[src/include/sar_adc_pkg.sv]
// sar_adc_pkg: offsets, field layout, reset values and timing counts
// assumes: a byte-wide special-function register port on the system clock
package sar_adc_pkg;
   // =====================================================
   // register offsets on the byte register port
   localparam logic [7:0] OFS_CONFIG = 8'hBC;
   localparam logic [7:0] OFS_RESULT = 8'hBE;
   localparam logic [7:0] OFS_UPPER = 8'hC6;
   localparam logic [7:0] OFS_LOWER = 8'hC4;
   localparam logic [7:0] OFS_CONTROL = 8'hE8;
   // =====================================================
   // reset values
   localparam logic [7:0] RST_CONFIG = 8'hF8;
   localparam logic [7:0] RST_RESULT = 8'h00;
   localparam logic [7:0] RST_UPPER = 8'h00;
   localparam logic [7:0] RST_LOWER = 8'hFF;
   localparam logic [7:0] RST_CONTROL = 8'h00;
   // =====================================================
   // field positions
   localparam int CFG_DIV_MSB = 7;
   localparam int CFG_DIV_LSB = 3;
   localparam int CFG_GAIN_MSB = 1;
   localparam int CFG_GAIN_LSB = 0;
   localparam int CTL_ENABLE = 7;
   localparam int CTL_LOWPOWER = 6;
   localparam int CTL_DONE = 5;
   localparam int CTL_BUSY = 4;
   localparam int CTL_SRC_MSB = 3;
   localparam int CTL_SRC_LSB = 1;
   localparam int CTL_WINDOW = 0;
   // =====================================================
   // start source codes
   localparam logic [2:0] SRC_SOFTWARE = 3'h0;
   localparam logic [2:0] SRC_TIMER3 = 3'h1;
   localparam logic [2:0] SRC_STROBE = 3'h2;
   localparam logic [2:0] SRC_TIMER2 = 3'h3;
   // =====================================================
   // timing: system clock rate, SAR ceiling, phase lengths in SAR clocks
   localparam int SYS_CLOCK_HZ = 125_000_000;
   localparam int SAR_CLOCK_MAX_HZ = 6_000_000;
   localparam int TRACK_SAR_CLOCKS = 3;
   localparam int CONVERT_SAR_CLOCKS = 8;
   localparam int DIVISOR_WIDTH = 5;
   // =====================================================
   // sequencer states
   typedef enum logic [2:0]
   {
      SEQ_IDLE = 3'b001,
      SEQ_TRACK = 3'b010,
      SEQ_CONVERT = 3'b100
   } seq_state_t;
endpackage

[src/include/conv_core_if.sv]
// conv_core_if: link between register logic and conversion sequencer
// assumes: both ends on ref_clk
`timescale 1ns/1ps
`default_nettype none
interface conv_core_if;
   logic enable; // converter powered
   logic start; // accepted start event, one cycle
   logic skipTrack; // go straight to converting
   logic [4:0] divisor; // SAR divisor field
   logic busy; // conversion running
   logic tracking; // timed tracking phase
   logic sarTick; // one pulse per SAR clock
   logic finishing; // last SAR clock of a conversion
   modport ctrl (output enable, start, skipTrack, divisor,
                 input busy, tracking, sarTick, finishing);
   modport seq (input enable, start, skipTrack, divisor,
                output busy, tracking, sarTick, finishing);
endinterface
`default_nettype wire

[src/logic/sar_conversion_sequencer.sv]
// sar_conversion_sequencer: SAR clock divider and track/convert sequence
// assumes: start is only raised while not busy and enabled
`timescale 1ns/1ps
`default_nettype none
module sar_conversion_sequencer
(
   input wire logic ref_clk, // system clock
   input wire logic rst_n, // async reset, active low
   conv_core_if.seq link // control side
);
   sar_adc_pkg::seq_state_t state;
   logic [4:0] divCount;
   logic [3:0] phaseCount;

   // =====================================================
   // divider: one tick every divisor+1 cycles, restarted at a start
   always_ff @(posedge ref_clk or negedge rst_n)
   begin
      if (!rst_n)
      begin
         divCount <= 5'h00;
         link.sarTick <= 1'b0;
      end
      else if (!link.enable || link.start)
      begin
         divCount <= 5'h00;
         link.sarTick <= 1'b0;
      end
      else if (divCount >= link.divisor)
      begin
         divCount <= 5'h00;
         link.sarTick <= 1'b1;
      end
      else
      begin
         divCount <= divCount + 5'h01;
         link.sarTick <= 1'b0;
      end
   end

   // last convert tick ends the conversion
   assign link.finishing = (state == sar_adc_pkg::SEQ_CONVERT) && link.sarTick
      && (phaseCount == 4'(sar_adc_pkg::CONVERT_SAR_CLOCKS - 1));
   assign link.tracking = (state == sar_adc_pkg::SEQ_TRACK);

   // =====================================================
   // track then convert; shutdown aborts
   always_ff @(posedge ref_clk or negedge rst_n)
   begin
      if (!rst_n)
      begin
         state <= sar_adc_pkg::SEQ_IDLE;
         phaseCount <= 4'h0;
         link.busy <= 1'b0;
      end
      else if (!link.enable)
      begin
         state <= sar_adc_pkg::SEQ_IDLE;
         phaseCount <= 4'h0;
         link.busy <= 1'b0;
      end
      else
      begin
         unique case (state)
            sar_adc_pkg::SEQ_IDLE:
            begin
               phaseCount <= 4'h0;
               if (link.start)
               begin
                  link.busy <= 1'b1;
                  state <= link.skipTrack ? sar_adc_pkg::SEQ_CONVERT
                     : sar_adc_pkg::SEQ_TRACK;
               end
            end
            sar_adc_pkg::SEQ_TRACK:
            begin
               if (link.sarTick)
               begin
                  if (phaseCount == 4'(sar_adc_pkg::TRACK_SAR_CLOCKS - 1))
                  begin
                     phaseCount <= 4'h0;
                     state <= sar_adc_pkg::SEQ_CONVERT;
                  end
                  else
                     phaseCount <= phaseCount + 4'h1;
               end
            end
            sar_adc_pkg::SEQ_CONVERT:
            begin
               if (link.finishing)
               begin
                  link.busy <= 1'b0;
                  phaseCount <= 4'h0;
                  state <= sar_adc_pkg::SEQ_IDLE;
               end
               else if (link.sarTick)
                  phaseCount <= phaseCount + 4'h1;
            end
            default:
            begin
               link.busy <= 1'b0;
               state <= sar_adc_pkg::SEQ_IDLE;
            end
         endcase
      end
   end
endmodule // sar_conversion_sequencer
`default_nettype wire

[src/logic/sar_adc_control_window.sv]
// sar_adc_control_window: register logic, start selection, result and window
// assumes: byte register port, timers and core on ref_clk; strobe is a pin
`timescale 1ns/1ps
`default_nettype none
module sar_adc_control_window
(
   input wire logic ref_clk, // 125 MHz system clock
   input wire logic rst_n, // async reset, active low
   input wire logic [7:0] sfrAddr, // register address
   input wire logic sfrWrite, // write strobe, one cycle
   input wire logic sfrRead, // read strobe, one cycle
   input wire logic [7:0] sfrWdata, // write data
   output logic [7:0] sfrRdata, // read data, one cycle after strobe
   input wire logic timer3Overflow, // timer three overflow pulse
   input wire logic timer2Overflow, // timer two overflow pulse
   input wire logic primaryBusyWrite, // primary converter busy set pulse
   input wire logic externalConvertStrobe, // strobe pin, asynchronous
   input wire logic differentialMode, // channel is a differential pair
   input wire logic [7:0] coreResult, // SAR code from the analog core
   input wire logic doneIrqEnable, // completion interrupt enabled
   output logic doneIrq, // completion interrupt pulse
   output logic [1:0] amplifierGain, // gain code to amplifier
   output logic converterPowered, // analog core out of shutdown
   output logic trackInput, // sample switch closed
   output logic convertPhase, // core in bit decisions
   output logic sarClock // one pulse per SAR clock
);
   // =====================================================
   // register state
   logic [4:0] sarClockDivisor;
   logic [1:0] gainSelect;
   logic converterEnableBit;
   logic lowPowerTrackSelect;
   logic conversionDoneFlag;
   logic [2:0] startSourceSelect;
   logic windowMatchFlag;
   logic [7:0] conversionResult;
   logic [7:0] windowUpperLimit;
   logic [7:0] windowLowerLimit;

   // decoded writes
   logic writeConfig;
   logic writeControl;
   logic writeResult;
   logic writeUpper;
   logic writeLower;
   logic softwareStart;
   logic selectedEvent;
   logic windowHit;

   // strobe synchroniser and edge
   logic strobeMeta;
   logic strobeSync;
   logic strobeLate;
   logic strobeLevel;
   logic strobeRise;

   conv_core_if coreLink();

   // =====================================================
   // window test, shared by both number formats
   function automatic logic inWindow
   (
      input logic [7:0] code,
      input logic [7:0] lower,
      input logic [7:0] upper,
      input logic signedMode
   );
      logic lowBelowUp;
      logic aboveLow;
      logic belowUp;
      begin
         if (signedMode)
         begin
            lowBelowUp = $signed(lower) < $signed(upper);
            aboveLow = $signed(code) > $signed(lower);
            belowUp = $signed(code) < $signed(upper);
         end
         else
         begin
            lowBelowUp = lower < upper;
            aboveLow = code > lower;
            belowUp = code < upper;
         end
         if (lowBelowUp)
            inWindow = aboveLow && belowUp;
         else
            inWindow = belowUp || aboveLow;
      end
   endfunction

   // =====================================================
   // address decode
   assign writeConfig = sfrWrite && (sfrAddr == sar_adc_pkg::OFS_CONFIG);
   assign writeControl = sfrWrite && (sfrAddr == sar_adc_pkg::OFS_CONTROL);
   assign writeResult = sfrWrite && (sfrAddr == sar_adc_pkg::OFS_RESULT);
   assign writeUpper = sfrWrite && (sfrAddr == sar_adc_pkg::OFS_UPPER);
   assign writeLower = sfrWrite && (sfrAddr == sar_adc_pkg::OFS_LOWER);

   // busy write of 1 with software source in the written byte
   assign softwareStart = writeControl && sfrWdata[sar_adc_pkg::CTL_BUSY]
      && (sfrWdata[sar_adc_pkg::CTL_SRC_MSB:sar_adc_pkg::CTL_SRC_LSB]
      == sar_adc_pkg::SRC_SOFTWARE);

   // =====================================================
   // strobe pin: three flops, a change counts when the last two agree
   always_ff @(posedge ref_clk or negedge rst_n)
   begin
      if (!rst_n)
      begin
         strobeMeta <= 1'b1;
         strobeSync <= 1'b1;
         strobeLate <= 1'b1;
         strobeLevel <= 1'b1;
      end
      else
      begin
         strobeMeta <= externalConvertStrobe;
         strobeSync <= strobeMeta;
         strobeLate <= strobeSync;
         if (strobeSync == strobeLate)
            strobeLevel <= strobeLate;
      end
   end

   // a rise lasts one cycle: the filtered level catches up on the next edge
   assign strobeRise = (strobeSync == strobeLate) && strobeLate && !strobeLevel;

   // =====================================================
   // start event selection
   always_comb
   begin
      if (startSourceSelect[2])
         selectedEvent = primaryBusyWrite;
      else
      begin
         unique case (startSourceSelect[1:0])
            2'h0: selectedEvent = softwareStart;
            2'h1: selectedEvent = timer3Overflow;
            2'h2: selectedEvent = strobeRise;
            2'h3: selectedEvent = timer2Overflow;
         endcase
      end
   end

   // a write of the software code starts at once, even as the field changes
   assign coreLink.start = converterEnableBit && !coreLink.busy
      && (softwareStart || (selectedEvent && !writeControl));
   assign coreLink.enable = converterEnableBit;
   assign coreLink.divisor = sarClockDivisor;
   // the strobe low time is the tracking phase, so no timed tracking
   assign coreLink.skipTrack = !lowPowerTrackSelect
      || (startSourceSelect == sar_adc_pkg::SRC_STROBE);

   // sequencer owns busy, the SAR tick and the phase counts
   sar_conversion_sequencer sequencer
   (
      .ref_clk(ref_clk),
      .rst_n(rst_n),
      .link(coreLink)
   );

   assign windowHit = inWindow(coreResult, windowLowerLimit, windowUpperLimit,
      differentialMode);

   // =====================================================
   // configuration register
   always_ff @(posedge ref_clk or negedge rst_n)
   begin
      if (!rst_n)
      begin
         sarClockDivisor <= sar_adc_pkg::RST_CONFIG[7:3];
         gainSelect <= sar_adc_pkg::RST_CONFIG[1:0];
      end
      else if (writeConfig)
      begin
         sarClockDivisor <= sfrWdata[sar_adc_pkg::CFG_DIV_MSB:sar_adc_pkg::CFG_DIV_LSB];
         gainSelect <= sfrWdata[sar_adc_pkg::CFG_GAIN_MSB:sar_adc_pkg::CFG_GAIN_LSB];
      end
   end

   // =====================================================
   // control fields written by software
   always_ff @(posedge ref_clk or negedge rst_n)
   begin
      if (!rst_n)
      begin
         converterEnableBit <= sar_adc_pkg::RST_CONTROL[7];
         lowPowerTrackSelect <= sar_adc_pkg::RST_CONTROL[6];
         startSourceSelect <= sar_adc_pkg::RST_CONTROL[3:1];
      end
      else if (writeControl)
      begin
         converterEnableBit <= sfrWdata[sar_adc_pkg::CTL_ENABLE];
         lowPowerTrackSelect <= sfrWdata[sar_adc_pkg::CTL_LOWPOWER];
         startSourceSelect <= sfrWdata[sar_adc_pkg::CTL_SRC_MSB:sar_adc_pkg::CTL_SRC_LSB];
      end
   end

   // =====================================================
   // done flag: busy fall sets, only software clears, set wins
   always_ff @(posedge ref_clk or negedge rst_n)
   begin
      if (!rst_n)
         conversionDoneFlag <= sar_adc_pkg::RST_CONTROL[5];
      else if (coreLink.finishing)
         conversionDoneFlag <= 1'b1;
      else if (writeControl)
         conversionDoneFlag <= sfrWdata[sar_adc_pkg::CTL_DONE];
   end

   // =====================================================
   // window flag: a matching result sets, only software clears, set wins
   always_ff @(posedge ref_clk or negedge rst_n)
   begin
      if (!rst_n)
         windowMatchFlag <= sar_adc_pkg::RST_CONTROL[0];
      else if (coreLink.finishing && windowHit)
         windowMatchFlag <= 1'b1;
      else if (writeControl)
         windowMatchFlag <= sfrWdata[sar_adc_pkg::CTL_WINDOW];
   end

   // =====================================================
   // result byte: taken on the edge where busy falls
   always_ff @(posedge ref_clk or negedge rst_n)
   begin
      if (!rst_n)
         conversionResult <= sar_adc_pkg::RST_RESULT;
      else if (coreLink.finishing)
         conversionResult <= coreResult;
      else if (writeResult)
         conversionResult <= sfrWdata;
   end

   // =====================================================
   // window limits
   always_ff @(posedge ref_clk or negedge rst_n)
   begin
      if (!rst_n)
      begin
         windowUpperLimit <= sar_adc_pkg::RST_UPPER;
         windowLowerLimit <= sar_adc_pkg::RST_LOWER;
      end
      else
      begin
         if (writeUpper)
            windowUpperLimit <= sfrWdata;
         if (writeLower)
            windowLowerLimit <= sfrWdata;
      end
   end

   // =====================================================
   // read port: registered, unmapped addresses read zero
   always_ff @(posedge ref_clk or negedge rst_n)
   begin
      if (!rst_n)
         sfrRdata <= 8'h00;
      else if (sfrRead)
      begin
         unique case (sfrAddr)
            sar_adc_pkg::OFS_CONFIG:
               sfrRdata <= {sarClockDivisor, 1'b0, gainSelect};
            sar_adc_pkg::OFS_CONTROL:
               sfrRdata <= {converterEnableBit, lowPowerTrackSelect,
                  conversionDoneFlag, coreLink.busy, startSourceSelect,
                  windowMatchFlag};
            sar_adc_pkg::OFS_RESULT:
               sfrRdata <= conversionResult;
            sar_adc_pkg::OFS_UPPER:
               sfrRdata <= windowUpperLimit;
            sar_adc_pkg::OFS_LOWER:
               sfrRdata <= windowLowerLimit;
            default:
               sfrRdata <= 8'h00;
         endcase
      end
   end

   // =====================================================
   // completion interrupt on the busy fall
   always_ff @(posedge ref_clk or negedge rst_n)
   begin
      if (!rst_n)
         doneIrq <= 1'b0;
      else
         doneIrq <= coreLink.finishing && doneIrqEnable;
   end

   // =====================================================
   // analog core controls
   always_ff @(posedge ref_clk or negedge rst_n)
   begin
      if (!rst_n)
      begin
         amplifierGain <= 2'h0;
         converterPowered <= 1'b0;
         trackInput <= 1'b0;
         convertPhase <= 1'b0;
         sarClock <= 1'b0;
      end
      else
      begin
         amplifierGain <= gainSelect;
         converterPowered <= converterEnableBit;
         sarClock <= coreLink.sarTick;
         convertPhase <= coreLink.busy && !coreLink.tracking;
         // strobe tracking follows the filtered level, never the raw pin
         if (!converterEnableBit)
            trackInput <= 1'b0;
         else if (!lowPowerTrackSelect)
            trackInput <= !coreLink.busy;
         else if (startSourceSelect == sar_adc_pkg::SRC_STROBE)
            trackInput <= !coreLink.busy && !strobeLevel;
         else
            trackInput <= coreLink.tracking;
      end
   end
endmodule // sar_adc_control_window
`default_nettype wire

[config.mk]
export PLATFORM = sky130hd
export DESIGN_NAME = sar_adc_control_window
export DESIGN_NICKNAME = d
export VERILOG_FILES = /design/src/include/sar_adc_pkg.sv /design/src/include/conv_core_if.sv /design/src/logic/sar_conversion_sequencer.sv /design/src/logic/sar_adc_control_window.sv
export SDC_FILE = /design/constraint.sdc
export NUM_CORES = 1
export LEC_CHECK = 0
export BUFFER_PORTS_ARGS = -buffer_cell sky130_fd_sc_hd__clkbuf_2
export CAP_MARGIN = 20
export CORE_ASPECT_RATIO = 1.5
export CORE_UTILIZATION = 60
export DETAILED_ROUTE_END_ITERATION = 16
export PLACE_DENSITY = 0.91
export SYNTH_ARGS = -nofsm -noshare
export SYNTH_HDL_FRONTEND = slang
export SYNTH_SLANG_ARGS = --single-unit
[constraint.sdc]
create_clock -name ref_clk -period 4.8 [get_ports ref_clk]
set_input_delay 0.96 -clock ref_clk [delete_from_list [all_inputs] [get_ports ref_clk]]
set_output_delay 0.96 -clock ref_clk [all_outputs]
set_load 0.005 [all_outputs]
==> flow_metrics.py <==
metrics = {
    "power": {
        "p_per_area_nw_per_um2": 314,
        "p_leak_nw": 2.05,
        "ir_drop_mv": 0.155,
    },
    "synthesis": {
        "synth_edf_count": 0,
        "synth_area_um2": 3920,
        "seq_area_frac_synth": 0.459,
        "synth_area_per_cell_um2": 11.0,
        "synthesis.nets": 422,
        "yosys_warnings": 0,
        "ys_seq_elements": 71,
        "synth.distinct_cells": 59,
        "synth-async-reset-ratio": 1.00,
        "synth_ff_type": "dfrtp_1",
        "synthCells": 357,
    },
    "drt": {
        "drc": 0,
        "drt_wl_total_mm": 9.21,
        "drt_pass1_iterations": 5,
        "avgRoutedWirePerCell_um": 18.9,
        "drt_iter0_drc": 234,
        "vias_per_cell": 6.34,
        "vias": 3094,
        "detail-route-antenna-nets": 0,
    },
    "timing": {
        "max_slew_margin": 0.421,
        "worst_slew_pin_slew_ns": 0.867,
        "fin_crit_ns": 2.73,
        "tns_ns": 0,
        "finClkSkew_ns": 0.0121,
        "drv_slew": 0,
        "setup_ws_ns": 2.07,
        "period_share": 0.569,
        "fmax_mhz": 366,
        "setup_viol": 0,
        "hold_violations": 0,
        "rsz0062_at_grt": "false",
    },
    "cts": {
        "cts_root_buffer": "clkbuf_8",
        "cts.hold.buffers_added": 0,
        "clk_latency_ns": 0.35,
        "numCtsBuffers": 9,
        "cts.sinks": 71,
        "htreeDepth": 3,
        "cts_resized": 0,
        "tritoncts": "built",
        "cts_buffer_depth": 2,
        "cts_setup_buffers": 0,
        "cts.clk_slew.worst_paths_ns": 0.08,
    },
    "floorplanning": {
        "die-area_um2": 6870,
        "core_area_um2": 6220,
        "initial_core_util": 0.630,
        "ios": 49,
        "die_h_um": 101,
        "rows": 35,
        "die_x_um": 68.0,
    },
    "placement": {
        "numPortBuffers": 48,
        "place_hpwl_mm": 6.70,
        "gp_congestion": 0.888,
        "placed_area_um2": 4210,
        "dp.cells": 471,
        "dp_slack_ns": 1.86,
    },
    "worst_setup_path": {
        "critPathArrivalTime_ns": 2.93,
        "cpPeakStageDelay_ns": 0.62,
        "endpoint_kind": "flip-flop",
        "reg2reg_slack_ns": 2.63,
        "path_max_fanout": 9,
        "slowest_stage": "nor3_2",
        "worstSetupPathType": "primary input to flip-flop",
        "path_buf_inv": 1,
        "crit_family": "simple AND/OR/NAND/NOR gates",
        "crit_chain": "clkbuf_2 -> nand2b_1 -> nor3_2 -> nand2_1 -> mux2i_1 -> o21ai_1",
        "cp_data_required_time_ns": 5.00,
        "start_kind": "primary input",
    },
    "cells_and_area": {
        "antenna_cells": 0,
        "final_common_cell": "dfrtp_1",
        "layout_common_cells": "dfrtp_1 (53), clkbuf_2 (47), ha_1 (31), mux2_2 (29), inv_1 (27)",
        "drive_above_1_share": 0.312,
        "final_area_um2": 4420,
        "area_growth_pct": 12.9,
        "stdcell_count": 488,
        "nNetsFinal": 474,
        "fillerInstances": 416,
        "post-route-util": 0.711,
    },
    "run": {
        "maxCapViolCount": 0,
    },
    "global_route": {
        "grt_pass1_vias": 3078,
        "track_usage": 0.293,
        "grt_max_degree": 50,
        "grt_first_pass_wirelength_mm": 14.6,
        "overflow": 0,
        "grt_antenna_before_repair": 0,
    },
    "status": {
        "status": "finished, final reports clean",
    },
    "hold_path": {
        "hold_path_class": "flip-flop to flip-flop",
    },
}
## layout make-up
type	instances	area [µm²]	area share
inverter	27	101	0.0229
clock buffer	10	128	0.0289
sequential	71	1800	0.407
multi-input combinational	250	1970	0.446
timing repair buffer	50	268	0.0605
clock inverter	6	61.3	0.0139
tap	74	92.6	0.0209
## Yosys cell counts, types with 6 or more instances
| master | n | area [µm²] |
|---|---|---|
| nor2_1 | 22 | 82.6 |
| mux2i_1 | 11 | 110 |
| ha_1 | 31 | 388 |
| dfrtp_1 | 53 | 1330 |
| a22oi_1 | 9 | 67.6 |
| inv_1 | 27 | 101 |
| a222oi_1 | 7 | 70.1 |
| o21ai_0 | 12 | 60.1 |
| dfstp_2 | 18 | 473 |
| nand2_1 | 23 | 86.3 |
| clkbuf_1 | 6 | 22.5 |
| a31oi_1 | 9 | 56.3 |
| a21o_1 | 7 | 52.6 |
| mux2_2 | 29 | 327 |
| o21ai_1 | 6 | 30.0 |
| a21oi_1 | 10 | 50.1 |
## final timing paths
| kind | end | startpoint | depth (start not counted) |
|---|---|---|---|
| max | conversionResult[4] | sfrAddr[6] | 6 |
| min | strobeSync | strobeMeta | 0 |
| max reg2reg | sequencer.divCount[3] | coreLink.divisor[1] | 7 |
| min reg2reg | strobeSync | strobeMeta | 0 |
| max in group asynchronous | coreLink.divisor[4] | rst_n | 2 |
| min in group asynchronous | convertPhase | rst_n | 1 |
## where the power goes
group	internal (mW)	leakage [nW]	total (mW)	switching, mW
sequential	0.653	0.889	0.694	0.0412
clock	0.238	0.0960	0.467	0.229
combinational	0.102	1.07	0.230	0.128
## logic make-up after synthesis
family / Yosys count / synth area share
XOR/XNOR: 7 / 0.0156
flip-flops: 71 / 0.459
multiplexers: 40 / 0.111
AND/OR/NAND/NOR: 92 / 0.134
adder cells (fa/ha/maj): 31 / 0.0990
AO/OA/AOI/OAI: 80 / 0.144
buffers and inverters: 36 / 0.0374
## through the flow
stage                     hold slack (ns)  total power, mW
after floorplan                     0.345            0.838
after global placement              0.349            0.914
after detailed placement            0.351            0.929
after CTS                           0.359             1.39
after global routing                0.371             1.46
final                               0.359             1.39
## state kept, by name (all words and copies together), names as in the netlist, 2 cells and up
signal,flops
sequencer.divCount,5
sequencer.state,3
amplifierGain,2
windowLowerLimit,8
gainSelect,2
windowUpperLimit,8
coreLink.divisor,5
sfrRdata,8
startSourceSelect,3
sequencer.phaseCount,4
conversionResult,8
## layer usage
layer  global-route usage  vias to the layer above  share of wire
li1                     -                     1410              -
met3               0.0690                       31          0.048
met5                    0                        -              0
met1                0.322                     1530           0.37
met2                0.502                      123           0.55
met4                0.162                        0          0.034
(Power assumes the default switching activity.)
